**src/common/xosc_pkg.sv**
```systemverilog
// Package: register map, field layout, codes and timing for the crystal startup control
package xosc_pkg;
   // Register byte offsets
   localparam logic [7:0]  CTRL_OFF         = 8'h00;
   localparam logic [7:0]  STATUS_OFF       = 8'h04;
   localparam logic [7:0]  PAUSE_OFF        = 8'h08;
   localparam logic [7:0]  STARTUP_OFF      = 8'h0C;
   localparam logic [7:0]  MODE_OFF         = 8'h20;
   // Control register fields
   localparam int          CTRL_EN_LSB      = 12;
   localparam int          CTRL_EN_MSB      = 23;
   localparam int          CTRL_FR_LSB      = 0;
   localparam int          CTRL_FR_MSB      = 11;
   localparam logic [11:0] EN_CODE_DISABLE  = 12'hD1E;
   localparam logic [11:0] EN_CODE_ENABLE   = 12'hFAB;
   localparam logic [11:0] FR_CODE_1_15MHZ  = 12'hAA0;
   localparam logic [11:0] FR_RESET         = 12'h000;
   // Status register fields
   localparam int          ST_STABLE_BIT    = 31;
   localparam int          ST_BADWR_BIT     = 24;
   localparam int          ST_ENABLED_BIT   = 12;
   // Startup register fields
   localparam int          SU_X4_BIT        = 20;
   localparam int          SU_DLY_LSB       = 0;
   localparam int          SU_DLY_MSB       = 13;
   localparam logic [13:0] SU_DLY_RESET     = 14'h002F;
   // Pause register codes
   localparam logic [31:0] PAUSE_CODE_STOP  = 32'h0000_00A5;
   localparam logic [31:0] PAUSE_CODE_RUN   = 32'h0000_005A;
   // Mode register field
   localparam int          MODE_BYPASS_BIT  = 0;
   // Startup timing
   localparam int          UNIT_CYCLES      = 256;
   localparam int          PRE_W            = 8;
   localparam int          UNIT_W           = 16;
   localparam int          X4_SHIFT         = 2;
endpackage : xosc_pkg

```
**src/hw/xosc_startup_ctrl.sv**
```systemverilog
// Crystal oscillator enable, startup timer and APB register slave
// Summary of operation
// - Oscillator is held disabled from reset; chip runs from ring oscillator.
// - Startup timer counts crystal cycles in units of 256.
// - Stable flag sets when the timer reaches the programmed count.
// - Default delay gives about one millisecond at twelve megahertz.
// - Oscillator output feeds the PLL reference and the clock generators.
// - Bypass mode disables the amplifier; external clock drives crystal input.
// - Twelve-bit enable code; disable code disables, any other value enables unless paused.
// - Invalid writes to enable, frequency range or pause set the bad-write flag.
// - Delay-times-four bit multiplies the startup wait by four.
module xosc_startup_ctrl (
   input  wire logic        pclk,            // APB clock, 20 MHz
   input  wire logic        presetn,         // Asynchronous reset, active low
   input  wire logic        psel,            // APB select
   input  wire logic        penable,         // APB access phase
   input  wire logic        pwrite,          // APB direction, high for write
   input  wire logic [7:0]  paddr,           // APB byte address
   input  wire logic [31:0] pwdata,          // APB write data
   output logic             pready,          // APB ready
   output logic      [31:0] prdata,          // APB read data
   output logic             pslverr,         // APB error on unmapped address
   input  wire logic        crystal_in_pin,  // Sampled level of the crystal input
   output logic             amp_enable,      // Enables the crystal amplifier driving the out pin
   output logic             osc_enabled,     // Oscillator enabled, not necessarily stable
   output logic             osc_stable,      // Oscillator output usable as a clock
   output logic             pll_ref_out,     // Reference for the PLLs, gated until stable
   output logic             clkgen_src_out   // Source offered to the clock generators
);

   typedef struct packed {
      // Software-visible settings
      logic [11:0]                      enable_code;
      logic [11:0]                      freq_range;
      logic                             paused;
      logic                             bypass;
      logic [13:0]                      delay;
      logic                             x4;
      logic                             bad_write;
      // Status and startup timer
      logic                             enabled;
      logic                             stable;
      logic                             xin_q;
      logic                             xin_prev;
      logic [xosc_pkg::PRE_W-1:0]       pre_cnt;
      logic [xosc_pkg::UNIT_W-1:0]      unit_cnt;
      // Registered bus answer
      logic                             pready;
      logic                             pslverr;
      logic [31:0]                      prdata;
      // Registered pin outputs
      logic                             amp_en;
      logic                             pll_ref;
      logic                             gen_src;
   } xosc_state_s;

   xosc_state_s st;
   xosc_state_s next_st;

   // Address decode shared by the read and write paths; unmapped offsets answer with an error
   function automatic logic xosc_mapped(input logic [7:0] addr);
      logic hit;
      hit = 1'b0;
      case (addr)
         xosc_pkg::CTRL_OFF,
         xosc_pkg::STATUS_OFF,
         xosc_pkg::PAUSE_OFF,
         xosc_pkg::STARTUP_OFF,
         xosc_pkg::MODE_OFF: begin
            hit = 1'b1;
         end
         default: begin
            hit = 1'b0;
         end
      endcase
      xosc_mapped = hit;
   endfunction : xosc_mapped

   // Read mux built from current register contents
   function automatic logic [31:0] xosc_read(input xosc_state_s s, input logic [7:0] addr);
      logic [31:0] d;
      d = 32'h0000_0000;
      case (addr)
         xosc_pkg::CTRL_OFF: begin
            d[xosc_pkg::CTRL_EN_MSB:xosc_pkg::CTRL_EN_LSB] = s.enable_code;
            d[xosc_pkg::CTRL_FR_MSB:xosc_pkg::CTRL_FR_LSB] = s.freq_range;
         end
         xosc_pkg::STATUS_OFF: begin
            d[xosc_pkg::ST_STABLE_BIT]  = s.stable;
            d[xosc_pkg::ST_BADWR_BIT]   = s.bad_write;
            d[xosc_pkg::ST_ENABLED_BIT] = s.enabled;
         end
         xosc_pkg::PAUSE_OFF: begin
            d = s.paused ? xosc_pkg::PAUSE_CODE_STOP : xosc_pkg::PAUSE_CODE_RUN;
         end
         xosc_pkg::STARTUP_OFF: begin
            d[xosc_pkg::SU_X4_BIT] = s.x4;
            d[xosc_pkg::SU_DLY_MSB:xosc_pkg::SU_DLY_LSB] = s.delay;
         end
         xosc_pkg::MODE_OFF: begin
            d[xosc_pkg::MODE_BYPASS_BIT] = s.bypass;
         end
         default: begin
            d = 32'h0000_0000;
         end
      endcase
      xosc_read = d;
   endfunction : xosc_read

   // Enable code check; an unknown code still enables, but software is told via the flag
   function automatic logic xosc_en_code_bad(input logic [11:0] code);
      xosc_en_code_bad = (code != xosc_pkg::EN_CODE_ENABLE) &&
                         (code != xosc_pkg::EN_CODE_DISABLE);
   endfunction : xosc_en_code_bad

   // Pause code decode: bit 1 says the code is known, bit 0 the pause level it asks for
   function automatic logic [1:0] xosc_pause_decode(input logic [31:0] code);
      logic [1:0] r;
      if (code == xosc_pkg::PAUSE_CODE_STOP) begin
         r = 2'b11;
      end else if (code == xosc_pkg::PAUSE_CODE_RUN) begin
         r = 2'b10;
      end else begin
         r = 2'b00;
      end
      xosc_pause_decode = r;
   endfunction : xosc_pause_decode

   // Startup target in units of 256 crystal edges; times four widens it by two bits
   function automatic logic [xosc_pkg::UNIT_W-1:0] xosc_target(input logic [13:0] dly,
                                                                input logic        times4);
      logic [xosc_pkg::UNIT_W-1:0] t;
      if (times4) begin
         t = xosc_pkg::UNIT_W'({dly, 2'b00});
      end else begin
         t = xosc_pkg::UNIT_W'(dly);
      end
      xosc_target = t;
   endfunction : xosc_target

   logic                         setup_ph;
   logic                         wr_take;
   logic [11:0]                  wr_en_code;
   logic [11:0]                  wr_fr_code;
   logic                         bad_now;
   logic                         xin_rise;
   logic [xosc_pkg::UNIT_W-1:0]  target;
   logic                         en_now;
   logic [1:0]                   pause_dec;

   // Next-state logic; the whole block is one struct registered below.
   // Limitations worth knowing before reuse:
   // - the crystal input is treated as synchronous and only edge-counted, so a
   //   crystal faster than half of pclk loses edges and the wait stretches;
   // - a bypassed external clock is counted exactly like a crystal, so the same
   //   startup wait applies even though an external source needs none;
   // - writes to an unmapped offset are refused with pslverr and change nothing.
   always_comb begin
      next_st    = st;
      pause_dec  = 2'b00;
      setup_ph   = psel && !penable;
      // Writes land only on the completing access edge, which is when pready is high
      wr_take    = psel && penable && st.pready && pwrite && !st.pslverr;
      wr_en_code = pwdata[xosc_pkg::CTRL_EN_MSB:xosc_pkg::CTRL_EN_LSB];
      wr_fr_code = pwdata[xosc_pkg::CTRL_FR_MSB:xosc_pkg::CTRL_FR_LSB];
      bad_now    = 1'b0;

      // APB answer: ready and data prepared in setup, presented in the access cycle
      next_st.pready  = setup_ph;
      next_st.pslverr = setup_ph && !xosc_mapped(paddr);
      next_st.prdata  = (setup_ph && !pwrite) ? xosc_read(st, paddr) : 32'h0000_0000;

      // Register writes
      if (wr_take) begin
         case (paddr)
            xosc_pkg::CTRL_OFF: begin
               next_st.enable_code = wr_en_code;
               next_st.freq_range  = wr_fr_code;
               if (xosc_en_code_bad(wr_en_code)) begin
                  bad_now = 1'b1;
               end
               if (wr_fr_code != xosc_pkg::FR_CODE_1_15MHZ) begin
                  bad_now = 1'b1;
               end
            end
            xosc_pkg::STATUS_OFF: begin
               // Write one to clear the bad-write flag
               if (pwdata[xosc_pkg::ST_BADWR_BIT]) begin
                  next_st.bad_write = 1'b0;
               end
            end
            xosc_pkg::PAUSE_OFF: begin
               // Unknown codes leave the pause state alone and raise the flag
               pause_dec = xosc_pause_decode(pwdata);
               if (pause_dec[1]) begin
                  next_st.paused = pause_dec[0];
               end else begin
                  bad_now = 1'b1;
               end
            end
            xosc_pkg::STARTUP_OFF: begin
               next_st.delay = pwdata[xosc_pkg::SU_DLY_MSB:xosc_pkg::SU_DLY_LSB];
               next_st.x4    = pwdata[xosc_pkg::SU_X4_BIT];
            end
            xosc_pkg::MODE_OFF: begin
               next_st.bypass = pwdata[xosc_pkg::MODE_BYPASS_BIT];
            end
            default: begin
               next_st.bypass = st.bypass;
            end
         endcase
      end
      // Set beats a clear arriving in the same cycle
      if (bad_now) begin
         next_st.bad_write = 1'b1;
      end

      // Any code other than the disable code runs the oscillator unless paused
      en_now = (next_st.enable_code != xosc_pkg::EN_CODE_DISABLE) && !next_st.paused;
      next_st.enabled = en_now;

      // Edge detect on the crystal input; limited to crystals well below pclk/2
      next_st.xin_q    = crystal_in_pin;
      next_st.xin_prev = st.xin_q;
      xin_rise         = st.xin_q && !st.xin_prev;

      // Programmed wait in units of 256 crystal cycles, optionally times four
      target = xosc_target(st.delay, st.x4);

      if (!en_now || !st.enabled) begin
         // Disabled, or first cycle of a fresh enable: restart from zero
         next_st.pre_cnt  = '0;
         next_st.unit_cnt = '0;
         next_st.stable   = 1'b0;
      end else if (!st.stable) begin
         if (st.unit_cnt >= target) begin
            next_st.stable = 1'b1;
         end else if (xin_rise) begin
            next_st.pre_cnt = st.pre_cnt + xosc_pkg::PRE_W'(1);
            if (st.pre_cnt == xosc_pkg::PRE_W'(xosc_pkg::UNIT_CYCLES - 1)) begin
               next_st.unit_cnt = st.unit_cnt + xosc_pkg::UNIT_W'(1);
            end
         end
      end

      // Amplifier runs only when enabled and not bypassed
      next_st.amp_en  = en_now && !next_st.bypass;
      // Clock consumers only see the input once it is stable
      next_st.pll_ref = st.stable && st.xin_q;
      next_st.gen_src = st.stable && st.xin_q;
   end

   // State register; reset leaves the oscillator disabled
   always_ff @(posedge pclk or negedge presetn) begin
      if (!presetn) begin
         st.enable_code <= xosc_pkg::EN_CODE_DISABLE;
         st.freq_range  <= xosc_pkg::FR_RESET;
         st.paused      <= 1'b0;
         st.bypass      <= 1'b0;
         st.delay       <= xosc_pkg::SU_DLY_RESET;
         st.x4          <= 1'b0;
         st.bad_write   <= 1'b0;
         st.enabled     <= 1'b0;
         st.stable      <= 1'b0;
         st.xin_q       <= 1'b0;
         st.xin_prev    <= 1'b0;
         st.pre_cnt     <= '0;
         st.unit_cnt    <= '0;
         st.pready      <= 1'b0;
         st.pslverr     <= 1'b0;
         st.prdata      <= 32'h0000_0000;
         st.amp_en      <= 1'b0;
         st.pll_ref     <= 1'b0;
         st.gen_src     <= 1'b0;
      end else begin
         st <= next_st;
      end
   end

   // Outputs straight from the state flops
   assign pready         = st.pready;
   assign prdata         = st.prdata;
   assign pslverr        = st.pslverr;
   assign amp_enable     = st.amp_en;
   assign osc_enabled    = st.enabled;
   assign osc_stable     = st.stable;
   assign pll_ref_out    = st.pll_ref;
   assign clkgen_src_out = st.gen_src;

endmodule : xosc_startup_ctrl

```
**config.mk**
```make
export PLATFORM = sky130hd
export DESIGN_NAME = xosc_startup_ctrl
export DESIGN_NICKNAME = d
export VERILOG_FILES = /design/src/common/xosc_pkg.sv /design/src/hw/xosc_startup_ctrl.sv
export SDC_FILE = /design/constraint.sdc
export NUM_CORES = 1
export LEC_CHECK = 0
export BUFFER_PORTS_ARGS = -buffer_cell sky130_fd_sc_hd__buf_2
export CORE_ASPECT_RATIO = 0.7
export CORE_MARGIN = 2
export CORE_UTILIZATION = 62
export CTS_CLUSTER_DIAMETER = 100
export DETAILED_ROUTE_END_ITERATION = 16
export HOLD_SLACK_MARGIN = 0.03
export PLACE_DENSITY = 0.86
export SYNTH_ARGS = -nofsm -noshare
export SYNTH_HDL_FRONTEND = slang
export SYNTH_SLANG_ARGS = --single-unit
```
**constraint.sdc**
```tcl
create_clock -name pclk -period 9.6 [get_ports pclk]
set_input_delay 0.96 -clock pclk [delete_from_list [all_inputs] [get_ports pclk]]
set_output_delay 0.96 -clock pclk [all_outputs]
set_load 0.03 [all_outputs]
```
* Yosys cells after proc, flatten, opt, wreduce, memory -nomap -nowiden
Cells that the tools add are included.
Widths: inputs -> output; s select.
** Storage, ports and cells
- Bits in writable memories :: 0
- Memories :: 0
- Word-level logic and storage cells :: 107
- Register bits after elaboration :: 106
- ROM bits :: 0
- Input bits :: 46
- Bits in latches :: 0
** Cells by class
- Shift operators :: 0
- Muxes and demuxes :: 39
- Eq/ne operators :: 13
- $mul :: 0
- Add/sub/neg operators :: 2
- Bitwise logic cells :: 0
- Div/mod/pow operators :: 0
- Reduce and logical (&&, ||, !) cells :: 34
- Order comparisons :: 1
** Operator list (count)
- $mux 24 :: 5
- $ne 12x12->1 const B :: 4
- $mux 42 :: 1
- $pmux 11 s3 :: 1
- $eq 32x7->1 const B :: 1
- $eq 32x8->1 const B :: 1
- $mux 16 :: 2
- $mux 32 :: 1
- $add 16x1->16 const B :: 1
- $eq 8x4->1 const B :: 2
- $ge 16x16->1 :: 1
- $mux 15 :: 1
- $mux 1 :: 14
- $logic_and 1x1->1 :: 12
- $pmux 6 s2 :: 1
- $reduce_bool 2->1 :: 5
- $logic_not 1->1 :: 9
- $add 8x1->8 const B :: 1
- $eq 8x3->1 const B :: 1
- $eq 8x6->1 const B :: 1
- $eq 8x8->1 const B :: 1
- $logic_not 8->1 :: 1
- $mux 2 :: 4
- $mux 8 :: 1
- 11 further kinds :: 17

* Logic depth before layout (Yosys ltp)
- Depth in word-level cells :: 14
- Depth in mapped cells :: 11
- Gate-level depth less buffers :: 8

* Worst setup path after synthesis
OpenSTA, ideal clock, no wires.
- Kind :: reg-to-reg
- From :: register st[66] (netlist bit)
- To :: register st[58] (netlist bit)
- Data required time :: 9527 ps
- Setup slack :: 6595 ps
- Stages on the path, launching flop included :: 11
- Data arrival time :: 2932 ps
- Setup time :: 73 ps
- Cells stage by stage :: dfrtp_1 -> clkbuf_1 -> buf_1 -> mux2i_1 -> ha_1 -> a211oi_1 -> o21ai_1 -> nor3_1 -> a21oi_1 -> or4_1 -> a21oi_2
** On the way
- Word-level cells in the longest chain between the ends :: 4
** Ends and longest elaborated chain
- start: declaration :: line xosc_startup_ctrl.sv:57 : xosc_state_s st;
- start signal: assignment :: line xosc_startup_ctrl.sv:276 : st <= next_st;
- $mux 16 :: line xosc_startup_ctrl.sv:133 : if (times4) begin
- $ge 16x16->1 :: line xosc_startup_ctrl.sv:236 : if (st.unit_cnt >= target) begin
- $ne 2x2->1 (no source line)
- $reduce_and 3->1 (no source line)
Every way passes these cells.
A chain may end at the register's enable or synchronous reset.

* Final worst setup path
Ends and elaborated chain as after synthesis.

==> results.sh <==
export IMPL_clkSinkCount=100
export IMPL_antenna_cells=0
export IMPL_tns_ns=0
export IMPL_synth_xor_area_share_pct=0.162
export IMPL_end_kind="flop"
export IMPL_finalMaxSlewViolations=0
export IMPL_synthCells=489
export IMPL_async_reset_ff_share_pct=100
export IMPL_num_rows=28
export IMPL_synth_cell_types=55
export IMPL_top_usage_layer="met2"
export IMPL_num_vias=4098
export IMPL_synth_simple_area_share_pct=19.4
export IMPL_pwr_share_seq_pct=50.8
export IMPL_grt_max_degree=89
export IMPL_met1_usage_pct=38.9
export IMPL_cts_setup_buffers=0
export IMPL_status="finished, final reports clean"
export IMPL_synthFlopType="dfrtp_1"
export IMPL_layout_commonest_cell="dfrtp_1"
export IMPL_pwr_share_clk_pct=44.4
export IMPL_synth_compound_area_share_pct=11.0
export IMPL_io_pins=85
export IMPL_synthMuxAreaShare_pct=11.6
export IMPL_clk_pin_slew_ns=0.07
export IMPL_fp_dieArea_sq_um=9510
export IMPL_drtIter0Drc=400
export IMPL_synthAdderAreaFrac_pct=4.16
export IMPL_final_cell_mix="dfrtp_1, buf_2, mux2_2"
export IMPL_port_buffers=78
export IMPL_grt_pass1_wl_mm=19.2
export IMPL_die_y_um=82.2
export IMPL_gp_congestion=0.929
export IMPL_final_hold_viol_count=0
export IMPL_holdWs_ns=0.407
export IMPL_wl_mm=12.4
export IMPL_slew_headroom_pct=15.6
export IMPL_cts_resized=0
export IMPL_cap_violations=0
export IMPL_nets=595
export IMPL_cts_buffer_depth=2
export IMPL_clock_root_buffer="clkbuf_16"
export IMPL_met3_usage_pct=7.66
export IMPL_cts_tree="yes"
export IMPL_syn_area_sq_um=5420
export IMPL_grt_use_total_pct=26.8
export IMPL_finalSetupViolCount=0
export IMPL_drt_first_pass_iters=5
export IMPL_fin_crit_ns=3.20
export IMPL_arrival_ns=3.46
export IMPL_antenna_found_initial=0
export IMPL_synth_seq_area_share_pct=46.5
export IMPL_placed_area_sq_um=5620
export IMPL_htree_levels=3
export IMPL_fp_coreArea_sq_um=8480
export IMPL_p_int_mw=0.647
export IMPL_place_inst=640
export IMPL_tightest_slew_ns=1.27
export IMPL_hold_path_class="flop to flop"
export IMPL_drc=0
export IMPL_required_ns=9.87
export IMPL_swShare_pct=22.6
export IMPL_p_leak_nw=2.67
export IMPL_ys_ff_latch=100
export IMPL_final_cells=656
export IMPL_grt_overflow=0
export IMPL_max_freq_mhz=313
export IMPL_avgSynthCellArea_sq_um=11.1
export IMPL_crit_fanout=18
export IMPL_drive_gt1_share_pct=33.0
export IMPL_met2_usage_pct=40.3
export IMPL_start_util_pct=63.9
export IMPL_synth_edf_count=0
export IMPL_final_cell_area_sq_um=5930
export IMPL_synth_top_family_by_area="simple AND/OR/NAND/NOR gates"
export IMPL_worst_slack_ns=6.40
export IMPL_cts_hold_buffers_added=0
export IMPL_syn_to_final_growth_pct=9.57
export IMPL_crit_path_start_kind="flop"
export IMPL_preCtsSetupSlack_ns=6.41
export IMPL_vias_per_cell=6.25
export IMPL_vdd_drop_max_mv=0.0926
export IMPL_switchingPower_mw=0.189
export IMPL_skew_ns=0.00839
export IMPL_antenna_left=0
export IMPL_grt_pass1_vias=3739
export IMPL_synth_warnings=0
export IMPL_combPwrFrac_pct=4.9
export IMPL_grt_setup_unrepaired="false"
export IMPL_wire_per_inst_um=18.9
export IMPL_clock_latency_ns=0.35
export IMPL_fp_dieW_um=116
export IMPL_dp_hpwl_mm=8.99
export IMPL_cts_buffers=9
export IMPL_period_share_pct=33.3
export IMPL_path_class="flop to flop"
export IMPL_pwr_density_cell_nw_per_um2=141
## area by class of cell
| type | instances | area, sq um |
|---|---|---|
| Timing Repair Buffer | 80 | 408 |
| Sequential cell | 100 | 2520 |
| Clock buffer | 10 | 239 |
| Multi-Input combinational cell | 336 | 2530 |
| Fill cell | 625 | 2540 |
| Clock inverter | 6 | 70.1 |
| Inverter | 4 | 15.0 |
| Tap cell | 120 | 150 |
## power groups by stage
stage | sequential (mW) | clock, mW | combinational, mW
after floorplan | 0.433 | 0 | 0.0143
after global placement | 0.432 | 0 | 0.0394
after detailed placement | 0.432 | 0 | 0.0407
after CTS | 0.424 | 0.375 | 0.0410
after global routing | 0.424 | 0.391 | 0.0448
final | 0.424 | 0.371 | 0.0408
## metal layers
layer,routed length (um),share of wire [%]
met1,5520,45
met2,5640,46
met3,1050,8.5
met4,173,1.4
met5,0,0
## worst paths after layout
path / startpoint / end / slack [ns] / cells past startpoint
worst max-delay path: st[66]$_DFFE_PN0P_ / st[58]$_DFFE_PN0P_ / 6.40 / 8
worst min-delay path: next_st[61]$_DFF_PN0_ / st[61]$_DFF_PN0_ / 0.41 / 0
worst max register to register: st[66]$_DFFE_PN0P_ / st[58]$_DFFE_PN0P_ / 6.40 / 8
worst min register to register: next_st[61]$_DFF_PN0_ / st[61]$_DFF_PN0_ / 0.41 / 0
max in group asynchronous: presetn / osc_stable$_DFF_PN0_ / 7.87 / 2
min in group asynchronous: presetn / st[102]$_DFF_PN0_ / 0.44 / 1
## state kept, by name, summed over array words and instances, names as in the netlist
name / cells
amp_enable: 1
clkgen_src_out: 1
next_st: 1
osc_enabled: 1
osc_stable: 1
prdata: 26
pready: 1
pslverr: 1
st: 67
## cells in the mapped netlist, types with 2 or more instances
master	instances	area, sq um
dfstp_2	12	315
o21a_1	2	15.0
o211ai_1	3	22.5
a211oi_1	4	30.0
nand3_1	13	65.1
mux2_1	3	33.8
a21oi_2	18	158
and2_1	15	93.8
and3_1	8	50.1
o21ai_0	19	95.1
mux2_2	37	417
buf_4	35	263
mux2i_1	18	180
buf_2	5	25.0
nand2_1	21	78.8
nor4_4	4	85.1
buf_1	2	7.51
nor3_1	9	45.0
ha_1	18	225
nor2b_1	6	37.5
and4_1	3	26.3
a221oi_1	4	35.0
o21ai_1	2	10.0
o31ai_1	5	37.5
buf_6	4	45.0
nor4bb_1	2	20.0
a22oi_1	9	67.6
nor2_2	2	12.5
nand2b_1	4	25.0
nor4_1	5	31.3
nor4b_1	2	17.5
clkbuf_1	8	30.0
dfrtp_1	88	2200
inv_1	4	15.0
nand4_1	19	119
nand4b_1	6	52.6
nor2_1	24	90.1
or4_1	5	37.5
or3_1	14	87.6
a21oi_1	12	60.1
## through the flow
stage	total power [mW]	util, %
after floorplan	0.448	-
after global placement	0.472	66.3
after detailed placement	0.473	66.3
after CTS	0.840	70.0
after global routing	0.860	70.0
final	0.836	70.0
## cells by family after synthesis
family / Yosys count
AND/OR/NAND/NOR: 169
buffers and inverters: 58
multiplexers: 58
other: 1
XOR/XNOR: 1
flip-flops: 100
adder cells (fa/ha/maj): 18
AO/OA/AOI/OAI: 84
## worst max-delay path: stages, from the launching register on
cell and delay [ns]:
dfrtp_1 0.88, mux2i_1 0.27, ha_1 0.28, a211oi_1 0.23, o21ai_1 0.20, nor3_1 0.22, a21oi_1 0.26, or4_1 0.60
a21oi_2 0.15
No activity file was read; power rests on OpenSTA's default activity.
